--- src/shared/bmd_pkg.sv ---
// Shared constants and types for the banked data memory decoder
package bmd_pkg;

   // ----------------------------------------------------------------
   // Widths
   // ----------------------------------------------------------------
   localparam int BMD_DATA_W = 8;
   localparam int BMD_ADDR_W = 9;
   localparam int BMD_OFS_W = 7;
   localparam int BMD_AXI_ADDR_W = 8;
   localparam int BMD_AXI_DATA_W = 32;
   localparam int BMD_RAM_DEPTH = 512;

   // ----------------------------------------------------------------
   // Register offsets (index; byte address is four times the index)
   // ----------------------------------------------------------------
   localparam logic [6:0] BMD_IDX_WINDOW = 7'h00;
   localparam logic [6:0] BMD_IDX_STATUS = 7'h03;
   localparam logic [6:0] BMD_IDX_POINTER = 7'h04;
   localparam logic [6:0] BMD_IDX_INTERRUPT_CONTROL_REGISTER = 7'h0B;

   // ----------------------------------------------------------------
   // Status fields
   // ----------------------------------------------------------------
   localparam int BMD_STATUS_BANK_LSB = 5;
   localparam int BMD_STATUS_IBANK_BIT = 7;

   // ----------------------------------------------------------------
   // Bank layout
   // ----------------------------------------------------------------
   localparam logic [6:0] BMD_GPR_LOW_BASE = 7'h20;
   localparam logic [6:0] BMD_GPR_HIGH_BASE = 7'h10;
   localparam logic [6:0] BMD_SHARED_BASE = 7'h70;
   // Peripheral registers mirrored between bank pairs 0/2 and 1/3
   localparam logic [6:0] BMD_OFS_PAIR_A = 7'h01;
   localparam logic [6:0] BMD_OFS_PAIR_B = 7'h06;
   // Peripheral registers mirrored in all four banks
   localparam logic [6:0] BMD_OFS_ALL_A = 7'h02;
   localparam logic [6:0] BMD_OFS_ALL_B = 7'h0A;

   // ----------------------------------------------------------------
   // Reset values and fixed answers
   // ----------------------------------------------------------------
   localparam logic [7:0] BMD_STATUS_RST = 8'h00;
   localparam logic [7:0] BMD_POINTER_RST = 8'h00;
   localparam logic [7:0] BMD_INTERRUPT_CONTROL_REGISTER_RST = 8'h00;
   localparam logic [7:0] BMD_SELF_READ = 8'h00;
   localparam logic [1:0] BMD_RESP_OKAY = 2'h0;
   localparam logic [1:0] BMD_RESP_SLVERR = 2'h2;

   // ----------------------------------------------------------------
   // Types
   // ----------------------------------------------------------------
   typedef enum logic [2:0] {
      BMD_K_SELF,
      BMD_K_STATUS,
      BMD_K_POINTER,
      BMD_K_INTERRUPT_CONTROL_REGISTER,
      BMD_K_PERIPH,
      BMD_K_RAM,
      BMD_K_UNIMP,
      BMD_K_BAD
   } bmd_kind_t;

   typedef enum logic [1:0] {
      BMD_SRC_CORE,
      BMD_SRC_AXI_WR,
      BMD_SRC_AXI_RD
   } bmd_src_t;

   typedef enum logic {
      BMD_ST_IDLE,
      BMD_ST_BUSY
   } bmd_state_t;

endpackage

--- src/logic/bmd_ram.sv ---
// Byte-wide static RAM with registered read data
`timescale 1ns/1ps
module bmd_ram
#(
   parameter int WIDTH = 8,
   parameter int DEPTH = 512,
   parameter int AW = 9
)
(
   input wire logic aclk,
   input wire logic wr_en,
   input wire logic [AW-1:0] addr,
   input wire logic [WIDTH-1:0] wdata,
   output logic [WIDTH-1:0] rdata
);

   logic [WIDTH-1:0] mem_reg [DEPTH];
   logic [WIDTH-1:0] rdata_reg;

   // Contents carry no reset, as real SRAM
   always_ff @(posedge aclk)
   begin
      if (wr_en)
      begin
         mem_reg[addr] <= wdata;
      end
      rdata_reg <= mem_reg[addr];
   end

   assign rdata = rdata_reg;

endmodule // bmd_ram

--- src/logic/bmd_decoder.sv ---
// Banked data memory decoder with AXI4-Lite register access
//
// Decided for this implementation: the AXI4-Lite interface to the registers.
`timescale 1ns/1ps
module bmd_decoder
   import bmd_pkg::*;
#(
   parameter int RAM_DEPTH = BMD_RAM_DEPTH
)
(
   input wire logic aclk,
   input wire logic aresetn,
   input wire logic core_req,
   input wire logic core_we,
   input wire logic [BMD_OFS_W-1:0] core_offset,
   input wire logic [BMD_DATA_W-1:0] core_wdata,
   output logic core_ready,
   output logic core_ack,
   output logic [BMD_DATA_W-1:0] core_rdata,
   output logic periph_sel,
   output logic periph_we,
   output logic [BMD_ADDR_W-1:0] periph_addr,
   output logic [BMD_DATA_W-1:0] periph_wdata,
   input wire logic [BMD_DATA_W-1:0] periph_rdata,
   output logic [BMD_DATA_W-1:0] machine_status,
   output logic [BMD_DATA_W-1:0] indirect_pointer,
   output logic [BMD_DATA_W-1:0] interrupt_control_register,
   input wire logic [BMD_AXI_ADDR_W-1:0] s_axi_awaddr,
   input wire logic s_axi_awvalid,
   output logic s_axi_awready,
   input wire logic [BMD_AXI_DATA_W-1:0] s_axi_wdata,
   input wire logic [3:0] s_axi_wstrb,
   input wire logic s_axi_wvalid,
   output logic s_axi_wready,
   output logic [1:0] s_axi_bresp,
   output logic s_axi_bvalid,
   input wire logic s_axi_bready,
   input wire logic [BMD_AXI_ADDR_W-1:0] s_axi_araddr,
   input wire logic s_axi_arvalid,
   output logic s_axi_arready,
   output logic [BMD_AXI_DATA_W-1:0] s_axi_rdata,
   output logic [1:0] s_axi_rresp,
   output logic s_axi_rvalid,
   input wire logic s_axi_rready
);

   // ----------------------------------------------------------------
   // Address decode functions
   // ----------------------------------------------------------------
   function automatic bmd_kind_t decode_kind(
      input logic [BMD_ADDR_W-1:0] a);
      logic [6:0] ofs;
      logic [1:0] bank;
      ofs = a[6:0];
      bank = a[8:7];
      if (ofs == BMD_IDX_WINDOW)
         decode_kind = BMD_K_SELF;
      // one physical copy in every bank
      else if (ofs == BMD_IDX_STATUS)
         decode_kind = BMD_K_STATUS;
      else if (ofs == BMD_IDX_POINTER)
         decode_kind = BMD_K_POINTER;
      else if (ofs == BMD_IDX_INTERRUPT_CONTROL_REGISTER)
         decode_kind = BMD_K_INTERRUPT_CONTROL_REGISTER;
      else if (ofs >= BMD_GPR_LOW_BASE)
         decode_kind = BMD_K_RAM;
      // upper banks hold RAM above few registers
      else if (bank[1] && ofs >= BMD_GPR_HIGH_BASE)
         decode_kind = BMD_K_RAM;
      else if (bank[1] && ofs != BMD_OFS_PAIR_A && ofs != BMD_OFS_PAIR_B
               && ofs != BMD_OFS_ALL_A && ofs != BMD_OFS_ALL_B)
         decode_kind = BMD_K_UNIMP;
      else
         decode_kind = BMD_K_PERIPH;
   endfunction

   // shared top sixteen bytes fold to bank 0
   function automatic logic [BMD_ADDR_W-1:0] ram_index(
      input logic [BMD_ADDR_W-1:0] a);
      if (a[6:0] >= BMD_SHARED_BASE)
         ram_index = {2'b00, a[6:0]};
      else
         ram_index = a;
   endfunction

   // mirrored peripheral registers fold to one address
   function automatic logic [BMD_ADDR_W-1:0] periph_index(
      input logic [BMD_ADDR_W-1:0] a);
      if (a[6:0] == BMD_OFS_ALL_A || a[6:0] == BMD_OFS_ALL_B)
         periph_index = {2'b00, a[6:0]};
      else if (a[8])
         periph_index = {1'b0, a[7], a[6:0]};
      else
         periph_index = a;
   endfunction

   // ----------------------------------------------------------------
   // State
   // ----------------------------------------------------------------
   bmd_state_t state_reg, state_next;
   bmd_src_t src_reg, src_next;
   bmd_kind_t kind_reg, kind_next;
   logic [7:0] status_reg, status_next;
   logic [7:0] pointer_reg, pointer_next;
   logic [7:0] interrupt_control_register_reg, interrupt_control_register_next;
   logic core_ready_reg, core_ready_next;
   logic core_ack_reg, core_ack_next;
   logic [7:0] core_rdata_reg, core_rdata_next;
   logic periph_sel_reg, periph_sel_next;
   logic periph_we_reg, periph_we_next;
   logic [8:0] periph_addr_reg, periph_addr_next;
   logic [7:0] periph_wdata_reg, periph_wdata_next;
   logic aw_have_reg, aw_have_next;
   logic w_have_reg, w_have_next;
   logic ar_have_reg, ar_have_next;
   logic [7:0] aw_addr_reg, aw_addr_next;
   logic [7:0] w_data_reg, w_data_next;
   logic w_lane_reg, w_lane_next;
   logic [7:0] ar_addr_reg, ar_addr_next;
   logic awready_reg, awready_next;
   logic wready_reg, wready_next;
   logic arready_reg, arready_next;
   logic bvalid_reg, bvalid_next;
   logic [1:0] bresp_reg, bresp_next;
   logic rvalid_reg, rvalid_next;
   logic [1:0] rresp_reg, rresp_next;
   logic [7:0] rdata_reg, rdata_next;

   logic take_core, take_aw, take_ar, take;
   logic acc_we, axi_bad;
   logic [6:0] acc_offset, axi_idx;
   logic [7:0] acc_wdata, result;
   logic [8:0] acc_addr;
   bmd_kind_t acc_kind;
   logic mem_we;
   logic [8:0] mem_addr;
   logic [7:0] mem_rdata;

   // ----------------------------------------------------------------
   // Access selection and address formation
   // ----------------------------------------------------------------
   // Core wins over software in the same cycle; the instruction pipe still waits out an AXI access already taken
   always_comb
   begin
      take_core = (state_reg == BMD_ST_IDLE) && core_ready_reg && core_req;
      take_aw = (state_reg == BMD_ST_IDLE) && !core_req && aw_have_reg
                && w_have_reg && !bvalid_reg;
      take_ar = (state_reg == BMD_ST_IDLE) && !core_req && !take_aw
                && ar_have_reg && !rvalid_reg;
      take = take_core || take_aw || take_ar;
      axi_idx = take_aw ? {1'b0, aw_addr_reg[7:2]}
                        : {1'b0, ar_addr_reg[7:2]};
      axi_bad = !(axi_idx == BMD_IDX_WINDOW || axi_idx == BMD_IDX_STATUS
                  || axi_idx == BMD_IDX_POINTER
                  || axi_idx == BMD_IDX_INTERRUPT_CONTROL_REGISTER);
      acc_offset = take_core ? core_offset : axi_idx;
      acc_we = take_core ? core_we : (take_aw && w_lane_reg);
      acc_wdata = take_core ? core_wdata : w_data_reg;
      if (acc_offset == BMD_IDX_WINDOW)
      begin
         // indirect path shares the direct decode
         acc_addr = {status_reg[BMD_STATUS_IBANK_BIT], pointer_reg};
      end
      else
      begin
         acc_addr = {status_reg[BMD_STATUS_BANK_LSB+1:BMD_STATUS_BANK_LSB],
                     acc_offset};
      end
      // low seven bits index the 128-byte bank
      acc_kind = (!take_core && axi_bad) ? BMD_K_BAD : decode_kind(acc_addr);
      mem_we = take && acc_we && (acc_kind == BMD_K_RAM);
      mem_addr = ram_index(acc_addr);
   end

   // ----------------------------------------------------------------
   // RAM array
   // ----------------------------------------------------------------
   bmd_ram #(
      .WIDTH(BMD_DATA_W),
      .DEPTH(RAM_DEPTH),
      .AW(BMD_ADDR_W)
   ) u_ram (
      .aclk(aclk),
      .wr_en(mem_we),
      .addr(mem_addr),
      .wdata(acc_wdata),
      .rdata(mem_rdata)
   );

   // ----------------------------------------------------------------
   // Next-state logic
   // ----------------------------------------------------------------
   always_comb
   begin
      state_next = state_reg;
      src_next = src_reg;
      kind_next = kind_reg;
      status_next = status_reg;
      pointer_next = pointer_reg;
      interrupt_control_register_next = interrupt_control_register_reg;
      core_ack_next = 1'b0;
      core_rdata_next = core_rdata_reg;
      periph_sel_next = 1'b0;
      periph_we_next = 1'b0;
      periph_addr_next = periph_addr_reg;
      periph_wdata_next = periph_wdata_reg;
      aw_have_next = aw_have_reg;
      w_have_next = w_have_reg;
      ar_have_next = ar_have_reg;
      aw_addr_next = aw_addr_reg;
      w_data_next = w_data_reg;
      w_lane_next = w_lane_reg;
      ar_addr_next = ar_addr_reg;
      bvalid_next = bvalid_reg;
      bresp_next = bresp_reg;
      rvalid_next = rvalid_reg;
      rresp_next = rresp_reg;
      rdata_next = rdata_reg;
      result = BMD_SELF_READ;

      // AXI channel capture, either order
      if (s_axi_awvalid && awready_reg)
      begin
         aw_have_next = 1'b1;
         aw_addr_next = s_axi_awaddr;
      end
      if (s_axi_wvalid && wready_reg)
      begin
         w_have_next = 1'b1;
         w_data_next = s_axi_wdata[7:0];
         w_lane_next = s_axi_wstrb[0];
      end
      if (s_axi_arvalid && arready_reg)
      begin
         ar_have_next = 1'b1;
         ar_addr_next = s_axi_araddr;
      end
      if (bvalid_reg && s_axi_bready)
         bvalid_next = 1'b0;
      if (rvalid_reg && s_axi_rready)
         rvalid_next = 1'b0;

      case (state_reg)
         BMD_ST_IDLE:
         begin
            if (take)
            begin
               state_next = BMD_ST_BUSY;
               kind_next = acc_kind;
               if (take_core)
                  src_next = BMD_SRC_CORE;
               else if (take_aw)
                  src_next = BMD_SRC_AXI_WR;
               else
                  src_next = BMD_SRC_AXI_RD;
               if (take_aw)
               begin
                  aw_have_next = 1'b0;
                  w_have_next = 1'b0;
               end
               if (take_ar)
                  ar_have_next = 1'b0;
               if (acc_we)
               begin
                  case (acc_kind)
                     BMD_K_STATUS: status_next = acc_wdata;
                     BMD_K_POINTER: pointer_next = acc_wdata;
                     BMD_K_INTERRUPT_CONTROL_REGISTER: interrupt_control_register_next = acc_wdata;
                     default: ;
                  endcase
               end
               if (acc_kind == BMD_K_PERIPH)
               begin
                  periph_sel_next = 1'b1;
                  periph_we_next = acc_we;
                  periph_addr_next = periph_index(acc_addr);
                  periph_wdata_next = acc_wdata;
               end
            end
         end
         BMD_ST_BUSY:
         begin
            state_next = BMD_ST_IDLE;
            case (kind_reg)
               BMD_K_RAM: result = mem_rdata;
               BMD_K_PERIPH: result = periph_rdata;
               BMD_K_STATUS: result = status_reg;
               BMD_K_POINTER: result = pointer_reg;
               BMD_K_INTERRUPT_CONTROL_REGISTER: result = interrupt_control_register_reg;
               default: result = BMD_SELF_READ;
            endcase
            case (src_reg)
               BMD_SRC_CORE:
               begin
                  core_ack_next = 1'b1;
                  core_rdata_next = result;
               end
               BMD_SRC_AXI_WR:
               begin
                  bvalid_next = 1'b1;
                  bresp_next = (kind_reg == BMD_K_BAD) ? BMD_RESP_SLVERR
                                                       : BMD_RESP_OKAY;
               end
               default:
               begin
                  rvalid_next = 1'b1;
                  rdata_next = result;
                  rresp_next = (kind_reg == BMD_K_BAD) ? BMD_RESP_SLVERR
                                                       : BMD_RESP_OKAY;
               end
            endcase
         end
         default: state_next = BMD_ST_IDLE;
      endcase

      // One write and one read held at a time; ready low while one is held or its response is pending
      awready_next = !aw_have_next && !bvalid_next;
      wready_next = !w_have_next && !bvalid_next;
      arready_next = !ar_have_next && !rvalid_next;
      core_ready_next = (state_next == BMD_ST_IDLE);
   end

   // ----------------------------------------------------------------
   // Registers
   // ----------------------------------------------------------------
   always_ff @(posedge aclk)
   begin
      if (!aresetn)
      begin
         state_reg <= BMD_ST_IDLE;
         src_reg <= BMD_SRC_CORE;
         kind_reg <= BMD_K_SELF;
         status_reg <= BMD_STATUS_RST;
         pointer_reg <= BMD_POINTER_RST;
         interrupt_control_register_reg <= BMD_INTERRUPT_CONTROL_REGISTER_RST;
         core_ready_reg <= 1'b0;
         core_ack_reg <= 1'b0;
         core_rdata_reg <= '0;
         periph_sel_reg <= 1'b0;
         periph_we_reg <= 1'b0;
         periph_addr_reg <= '0;
         periph_wdata_reg <= '0;
         aw_have_reg <= 1'b0;
         w_have_reg <= 1'b0;
         ar_have_reg <= 1'b0;
         aw_addr_reg <= '0;
         w_data_reg <= '0;
         w_lane_reg <= 1'b0;
         ar_addr_reg <= '0;
         awready_reg <= 1'b0;
         wready_reg <= 1'b0;
         arready_reg <= 1'b0;
         bvalid_reg <= 1'b0;
         bresp_reg <= BMD_RESP_OKAY;
         rvalid_reg <= 1'b0;
         rresp_reg <= BMD_RESP_OKAY;
         rdata_reg <= '0;
      end
      else
      begin
         state_reg <= state_next;
         src_reg <= src_next;
         kind_reg <= kind_next;
         status_reg <= status_next;
         pointer_reg <= pointer_next;
         interrupt_control_register_reg <= interrupt_control_register_next;
         core_ready_reg <= core_ready_next;
         core_ack_reg <= core_ack_next;
         core_rdata_reg <= core_rdata_next;
         periph_sel_reg <= periph_sel_next;
         periph_we_reg <= periph_we_next;
         periph_addr_reg <= periph_addr_next;
         periph_wdata_reg <= periph_wdata_next;
         aw_have_reg <= aw_have_next;
         w_have_reg <= w_have_next;
         ar_have_reg <= ar_have_next;
         aw_addr_reg <= aw_addr_next;
         w_data_reg <= w_data_next;
         w_lane_reg <= w_lane_next;
         ar_addr_reg <= ar_addr_next;
         awready_reg <= awready_next;
         wready_reg <= wready_next;
         arready_reg <= arready_next;
         bvalid_reg <= bvalid_next;
         bresp_reg <= bresp_next;
         rvalid_reg <= rvalid_next;
         rresp_reg <= rresp_next;
         rdata_reg <= rdata_next;
      end
   end

   // ----------------------------------------------------------------
   // Outputs
   // ----------------------------------------------------------------
   assign core_ready = core_ready_reg;
   assign core_ack = core_ack_reg;
   assign core_rdata = core_rdata_reg;
   assign periph_sel = periph_sel_reg;
   assign periph_we = periph_we_reg;
   assign periph_addr = periph_addr_reg;
   assign periph_wdata = periph_wdata_reg;
   assign machine_status = status_reg;
   assign indirect_pointer = pointer_reg;
   assign interrupt_control_register = interrupt_control_register_reg;
   assign s_axi_awready = awready_reg;
   assign s_axi_wready = wready_reg;
   assign s_axi_arready = arready_reg;
   assign s_axi_bvalid = bvalid_reg;
   assign s_axi_bresp = bresp_reg;
   assign s_axi_rvalid = rvalid_reg;
   assign s_axi_rresp = rresp_reg;
   assign s_axi_rdata = {24'h000000, rdata_reg};

endmodule // bmd_decoder

--- config.mk ---
export PLATFORM = sky130hd
export DESIGN_NAME = bmd_decoder
export DESIGN_NICKNAME = d
export VERILOG_FILES = /design/src/shared/bmd_pkg.sv /design/src/logic/bmd_ram.sv /design/src/logic/bmd_decoder.sv
export SDC_FILE = /design/constraint.sdc
export NUM_CORES = 2
export LEC_CHECK = 0
export BUFFER_PORTS_ARGS = -buffer_cell sky130_fd_sc_hd__buf_2
export CAP_MARGIN = 20
export CORE_UTILIZATION = 45
export DETAILED_ROUTE_END_ITERATION = 10
export MAX_ROUTING_LAYER = met4
export SLEW_MARGIN = 20
export SYNTH_ARGS = -nofsm -noshare
export SYNTH_HDL_FRONTEND = slang
export SYNTH_HIERARCHICAL = 1
export SYNTH_SLANG_ARGS = --single-unit
--- constraint.sdc ---
create_clock -name aclk -period 27 [get_ports aclk]
set_input_delay 1.35 -clock aclk [delete_from_list [all_inputs] [get_ports aclk]]
set_output_delay 1.35 -clock aclk [all_outputs]
set_load 0.05 [all_outputs]
# Yosys cells after proc, flatten, opt, wreduce, memory -nomap -nowiden
# Memories as Yosys holds them, arrays and structs flattened. A register that Yosys moved wholly into a read port is not among the register bits.
# Cells that the tools add are included.
[totals]
ram_bits = 4096
mem_count = 1
out_inout_bits = 94
regBits = 104
[classes]
eq_ne = 24
reduce_logical = 59
n_bitwise = 6
order_cmp = 3
mux = 43
[mem_list]
columns = ["memory", "words", "word_bits", "read_ports", "rd_clocked_by_memory_dff", "wr", "line_no", "text"]
rows = [
  ["u_ram.mem_reg", 512, 8, 1, 1, 1, "bmd_ram.sv:17", "logic [WIDTH-1:0] mem_reg [DEPTH];"],
]
[ops]
columns = ["cell", "n"]
rows = [
  ["case mux 8 bit (5 select lines)", 1],
  ["logical AND 1 bit", 26],
  ["two-way mux 1 bit", 24],
  ["zero test 7 bit", 3],
  ["two-way mux 9 bit", 2],
  ["two-way mux 8 bit", 2],
  ["== test 3 bit (second input constant)", 5],
  ["two-way mux 3 bit", 5],
  ["== test 7 x 2 -> 1 bit (second input constant)", 2],
  ["== test 7 x 4 -> 1 bit (second input constant)", 2],
  ["== test 3 x 2 -> 1 bit (second input constant)", 4],
  ["two-way mux 2 bit", 6],
  ["AND reduction 4 bit", 3],
  ["zero test 1 bit", 11],
  ["AND reduction 2 bit", 5],
  ["== test 7 x 3 -> 1 bit (second input constant)", 1],
  ["greater-or-equal comparator 7 x 5 -> 1 bit (second input constant)", 1],
  ["greater-or-equal comparator 7 x 6 -> 1 bit (second input constant)", 1],
  ["greater-or-equal comparator 7 bit (second input constant)", 1],
  ["two-way mux 7 bit", 1],
  ["inequality test 7 x 1 -> 1 bit (second input constant)", 1],
  ["inequality test 7 x 2 -> 1 bit (second input constant)", 1],
  ["inequality test 7 x 3 -> 1 bit (second input constant)", 1],
  ["inequality test 7 x 4 -> 1 bit (second input constant)", 1],
  ["other kinds (14)", 25],
]

# Logic depth before layout (Yosys ltp)
[logic_depth]
ltp_word = 26
ltp_mapped = 20

# By module
# The synthesis kept the hierarchy.
[by_module_without_submodules]
columns = ["mod", "cells_each", "instances", "area_per_inst_um2"]
rows = [
  ["bmd_ram", 7575, 1, 158359.4],
  ["bmd_decoder", 573, 1, 4820.9],
]

# Worst setup path before layout
# Ideal clock, no wire load.
[synth_timing]
kind = "input to register"
start = "in core_req"
end = "mem u_ram.mem_reg[0][0], data pin"
n_path_buf = 2
cell_stages = 5
slack_ns = 17.445
required_ns = 25.548
t_arrival_ns = 8.104
setup_time_ns = 1.452
path_cell_list = "and3b_1 -> buf_4 -> clkbuf_1 -> nand2_1 -> nand2_1"
[synth_between]
elab_chain_cells = 2
[synth_lines]
columns = ["item", "line_no", "text"]
rows = [
  ["start: declaration", "bmd_decoder.sv:13", "input wire logic core_req,"],
  ["logical AND 1 bit", "bmd_decoder.sv:145", "take_core = (state_reg == BMD_ST_IDLE) && core_ready_reg && core_req;"],
  ["two-way mux 8 bit", "bmd_decoder.sv:158", "acc_wdata = take_core ? core_wdata : w_data_reg;"],
  ["named net acc_wdata[0]", "bmd_decoder.sv:132", "logic [7:0] acc_wdata, result;"],
  ["end: declaration", "bmd_ram.sv:17", ""],
]
# The timed path passes the listed nets, and every way through them passes these cells.

# Final worst setup path
[layout_timing]
start = "in core_req"
end = "reg u_ram.rdata_reg[1], in the netlist u_ram/rdata[1] (read register of u_ram.mem_reg)"
[layout_between]
elab_chain_cells = 11
word_cells_on_any_way = 12
classes_between = "1 x order compare; 4 x mux; 7 x reduce/logical"
[layout_lines]
columns = ["item", "line_no", "text"]
rows = [
  ["zero test 1 bit", "bmd_decoder.sv:146", "take_aw = (state_reg == BMD_ST_IDLE) && !core_req && aw_have_reg"],
  ["logical AND 1 bit (2 in a row)", "bmd_decoder.sv:146", ""],
  ["logical AND 1 bit (2 in a row)", "bmd_decoder.sv:147", "&& w_have_reg && !bvalid_reg;"],
  ["two-way mux 6 bit", "bmd_decoder.sv:151", "axi_idx = take_aw ? {1'b0, aw_addr_reg[7:2]}"],
  ["two-way mux 7 bit *", "bmd_decoder.sv:156", "acc_offset = take_core ? core_offset : axi_idx;"],
  ["zero test 7 bit", "bmd_decoder.sv:159", "if (acc_offset == BMD_IDX_WINDOW)"],
  ["two-way mux 9 bit *", "bmd_decoder.sv:159", ""],
  ["named net acc_addr[0]", "bmd_decoder.sv:133", "logic [8:0] acc_addr;"],
  ["greater-or-equal comparator 7 bit", "bmd_decoder.sv:80", "if (a[6:0] >= BMD_SHARED_BASE)"],
  ["two-way mux 9 bit *", "bmd_decoder.sv:80", ""],
  ["end: declaration", "bmd_ram.sv:18", "logic [WIDTH-1:0] rdata_reg;"],
]
# Mark *: on every way through the listed nets, which the timed path passes. The rest lies on a longest branch.
# A chain may end at the register's enable or synchronous reset.

==> out/metrics.yaml <==
yosys:
  netlist_area_sq_um: 163000
  ys.flop_type: "edfxtp_1"
  syn_avg_cell_area_sq_um: 20.0
  synth_cells: 8148
  yosysSeqAreaShare: 0.767
  yosys-top-cells-area: "edfxtp_1 (75%), mux4_2 (11%), mux2i_1 (2.9%)"
  ys_types: 94
  synth_edf_count: 4096
  ys_ff_latch: 4201
  ys_warn_count: 6
  yosysTopAreaCell: "edfxtp_1"
  netlist.area_leader.share: 0.754
  synthArstFlopShare: 0
placed_design:
  gp_congestion: 0.882
  hpwl_um: 267000
  port_buffers: 119
  placed_cells: 12709
pwr:
  p_clk_frac: 0.406
  switching_share: 0.227
  ir_drop_mv: 0.0545
  power_uw: 13900
  p_int_uw: 10800
  power.leakage_uw: 0.0557
  pwr_density_cell_nw_per_um2: 76.4
  pwr-share-comb: 0.074
  net-switching-power_uw: 3160
  p_seq_frac: 0.520
clock_network:
  h-tree-depth: 5
  numCtsBuffers: 413
  cts_root_buffer: "clkbuf_16"
  cts.path.max_buffers: 4
  cts_resized: 0
  clk_pin_slew_ns: 0.06
  hold_buffers: 0
  clock_latency_ns: 0.97
  cts_setup_buffers: 0
  cts_tree: "yes"
  clkSinkCount: 4201
routing:
  first_pass_iters: 8
  vias: 84378
  routed_wl_um: 445000
  via_per_inst: 6.26
  postRouteAntennaNets: 0
  drt_iter0_drc: 10576
  wire_per_inst_um: 33.0
  drc: 0
finish:
  largest_register_ffs: 4096
  fin_util: 0.507
  drive_above_1_share: 0.213
  layout_commonest_cell: "edfxtp_1"
  fill_cells: 28607
  layout.cells.non_filler: 13486
  syn_to_final_growth_pct: 11.8
  final_cell_mix: "edfxtp_1 (4096), mux4_2 (816), nor2_1 (586)"
  fin_nets: 8437
job:
  drv_cap: 0
sta:
  finalSetupTns_ns: 0
  relSlewSlack: 0.125
  post-route-period-util: 0.351
  period_minus_slack_ns: 9.48
  slew_viol_final: 0
  fmax_mhz: 106
  clock_skew_ns: 0.0472
  finalHoldViolations: 0
  rsz0062_at_grt: "false"
  setup_viol: 0
  worst_pin_slew_ns: 1.31
global_route:
  track_usage: 0.248
  grt_max_degree: 217
  grt_pass1_vias: 82320
  antenna_found_initial: 27
  grt_pass1_wl_um: 626000
  grt-ovfl-total: 0
floorplanning:
  die_y_um: 604
  row_count: 220
  die_area_sq_um: 365000
  fp.coreArea_sq_um: 360000
  fp.dieW_um: 604
  ios: 178
  start_util: 0.453
critical_path:
  critical_path_class: "input pin to register"
  cp_data_arrival_time_ns: 10.27
  crit_path_start: "core_req"
  r2r-start: "state_reg$_SDFF_PN0_"
  required_ns: 27.79
  crit_path_end_kind: "register"
  critPathLaunchType: "input pin"
  cp_max_fo: 68
status:
  status: "completed"
worst_hold_path:
  hp-class: "register to register"
  hp-start: "aw_addr_reg[4]$_SDFFE_PN0P_"
==> worst paths after layout <==
check	end	slack, ns	cells after the start
worst max-delay path	u_ram/rdata[1]$_DFF_P_	17.52	20
worst max register to register	u_ram/rdata[1]$_DFF_P_	17.62	19
worst min-delay path	aw_addr_reg[4]$_SDFFE_PN0P_	0.46	2
worst min register to register	aw_addr_reg[4]$_SDFFE_PN0P_	0.46	2
==> layer usage <==
layer | vias to the layer above | GRT usage | share of wire
li1 | 34197 | - | -
met1 | 45129 | 0.345 | 0.40
met2 | 4319 | 0.377 | 0.47
met3 | 733 | 0.0444 | 0.096
met4 | 0 | 0.0731 | 0.033
met5 | - | - | 0
==> metrics by stage <==
stage	area, sq um	setup WS [ns]	hold slack, ns
detailed placement	169000	16.63	0.453
CTS	182000	17.68	0.462
finish	182000	17.52	0.463
global placement	169000	16.26	0.446
floorplan	163000	17.44	0.436
global route	182000	17.24	0.475
==> critical path, cell delays in order <==
cell      delay [ns]
buf_2           0.18
and3b_1         0.63
nor2_2          0.05
a221o_2         0.47
nor3_4          0.31
a31oi_4         0.21
inv_8           0.50
buf_4           0.66
buf_12          0.50
buf_4           0.67
buf_4           0.66
buf_4           0.56
mux4_2          0.57
nand2_1         0.08
a21oi_1         0.13
nor4_1          0.96
nand4b_1        0.42
nor4_2          0.86
buf_4           0.23
nand4_1         0.08
==> power by group through the flow <==
stage | Clock (uW) | Sequential [uW] | Combinational, uW
floorplan | 0 | 7480 | 645
global placement | 0 | 7380 | 1020
detailed placement | 0 | 7380 | 1030
CTS | 5750 | 7240 | 1040
global route | 5980 | 7240 | 1080
finish | 5660 | 7240 | 1040
==> area by class of cell <==
class / instances / area [sq um] / share of cell area
diodes: 12 / 30.0 / 0.000165
flip-flops and latches: 4201 / 125000 / 0.686
clock inverters: 269 / 2400 / 0.0131
well taps: 4773 / 5970 / 0.0327
clock buffers: 494 / 10800 / 0.0594
multi-input cells: 3419 / 35800 / 0.196
repair buffers: 305 / 2240 / 0.0123
inverters: 13 / 68.8 / 0.000377
==> cell families (layout without fill, tap and decap cells) <==
family,count (synthesis),count (layout),synth area share
multiplexers,1320,1320,0.144
flip-flops,4201,4201,0.767
other,1,39,0.0000230
AO/OA/AOI/OAI,869,869,0.0382
AND/OR/NAND/NOR,1203,1203,0.0337
buffers and inverters,554,1081,0.0177
==> synth_stat cells (5+ instances only) <==
master	n
edfxtp_1	4096
mux4_2	816
nor2_1	595
mux2i_1	480
nand2_1	254
clkbuf_1	218
a22oi_1	184
buf_2	184
o22ai_1	119
a21oi_1	118
dfxtp_1	105
a221oi_1	94
buf_4	85
a31oi_1	82
nand3_1	63
a22o_1	50
o21ai_0	49
a211oi_1	48
nand4_1	48
nor4_1	40
and3_1	32
nor2b_1	31
nor3_1	31
a32oi_1	26
buf_6	25
mux2_2	24
buf_1	23
and2_1	22
o211ai_1	16
o221ai_1	15
nor3b_1	13
inv_1	9
nand2b_1	9
or4_1	8
a21o_1	7
a2111oi_0	6
nand4b_1	6
a221o_1	5
and3b_1	5
and4b_1	5
Note: power is estimated with default switching activity, not from simulation.
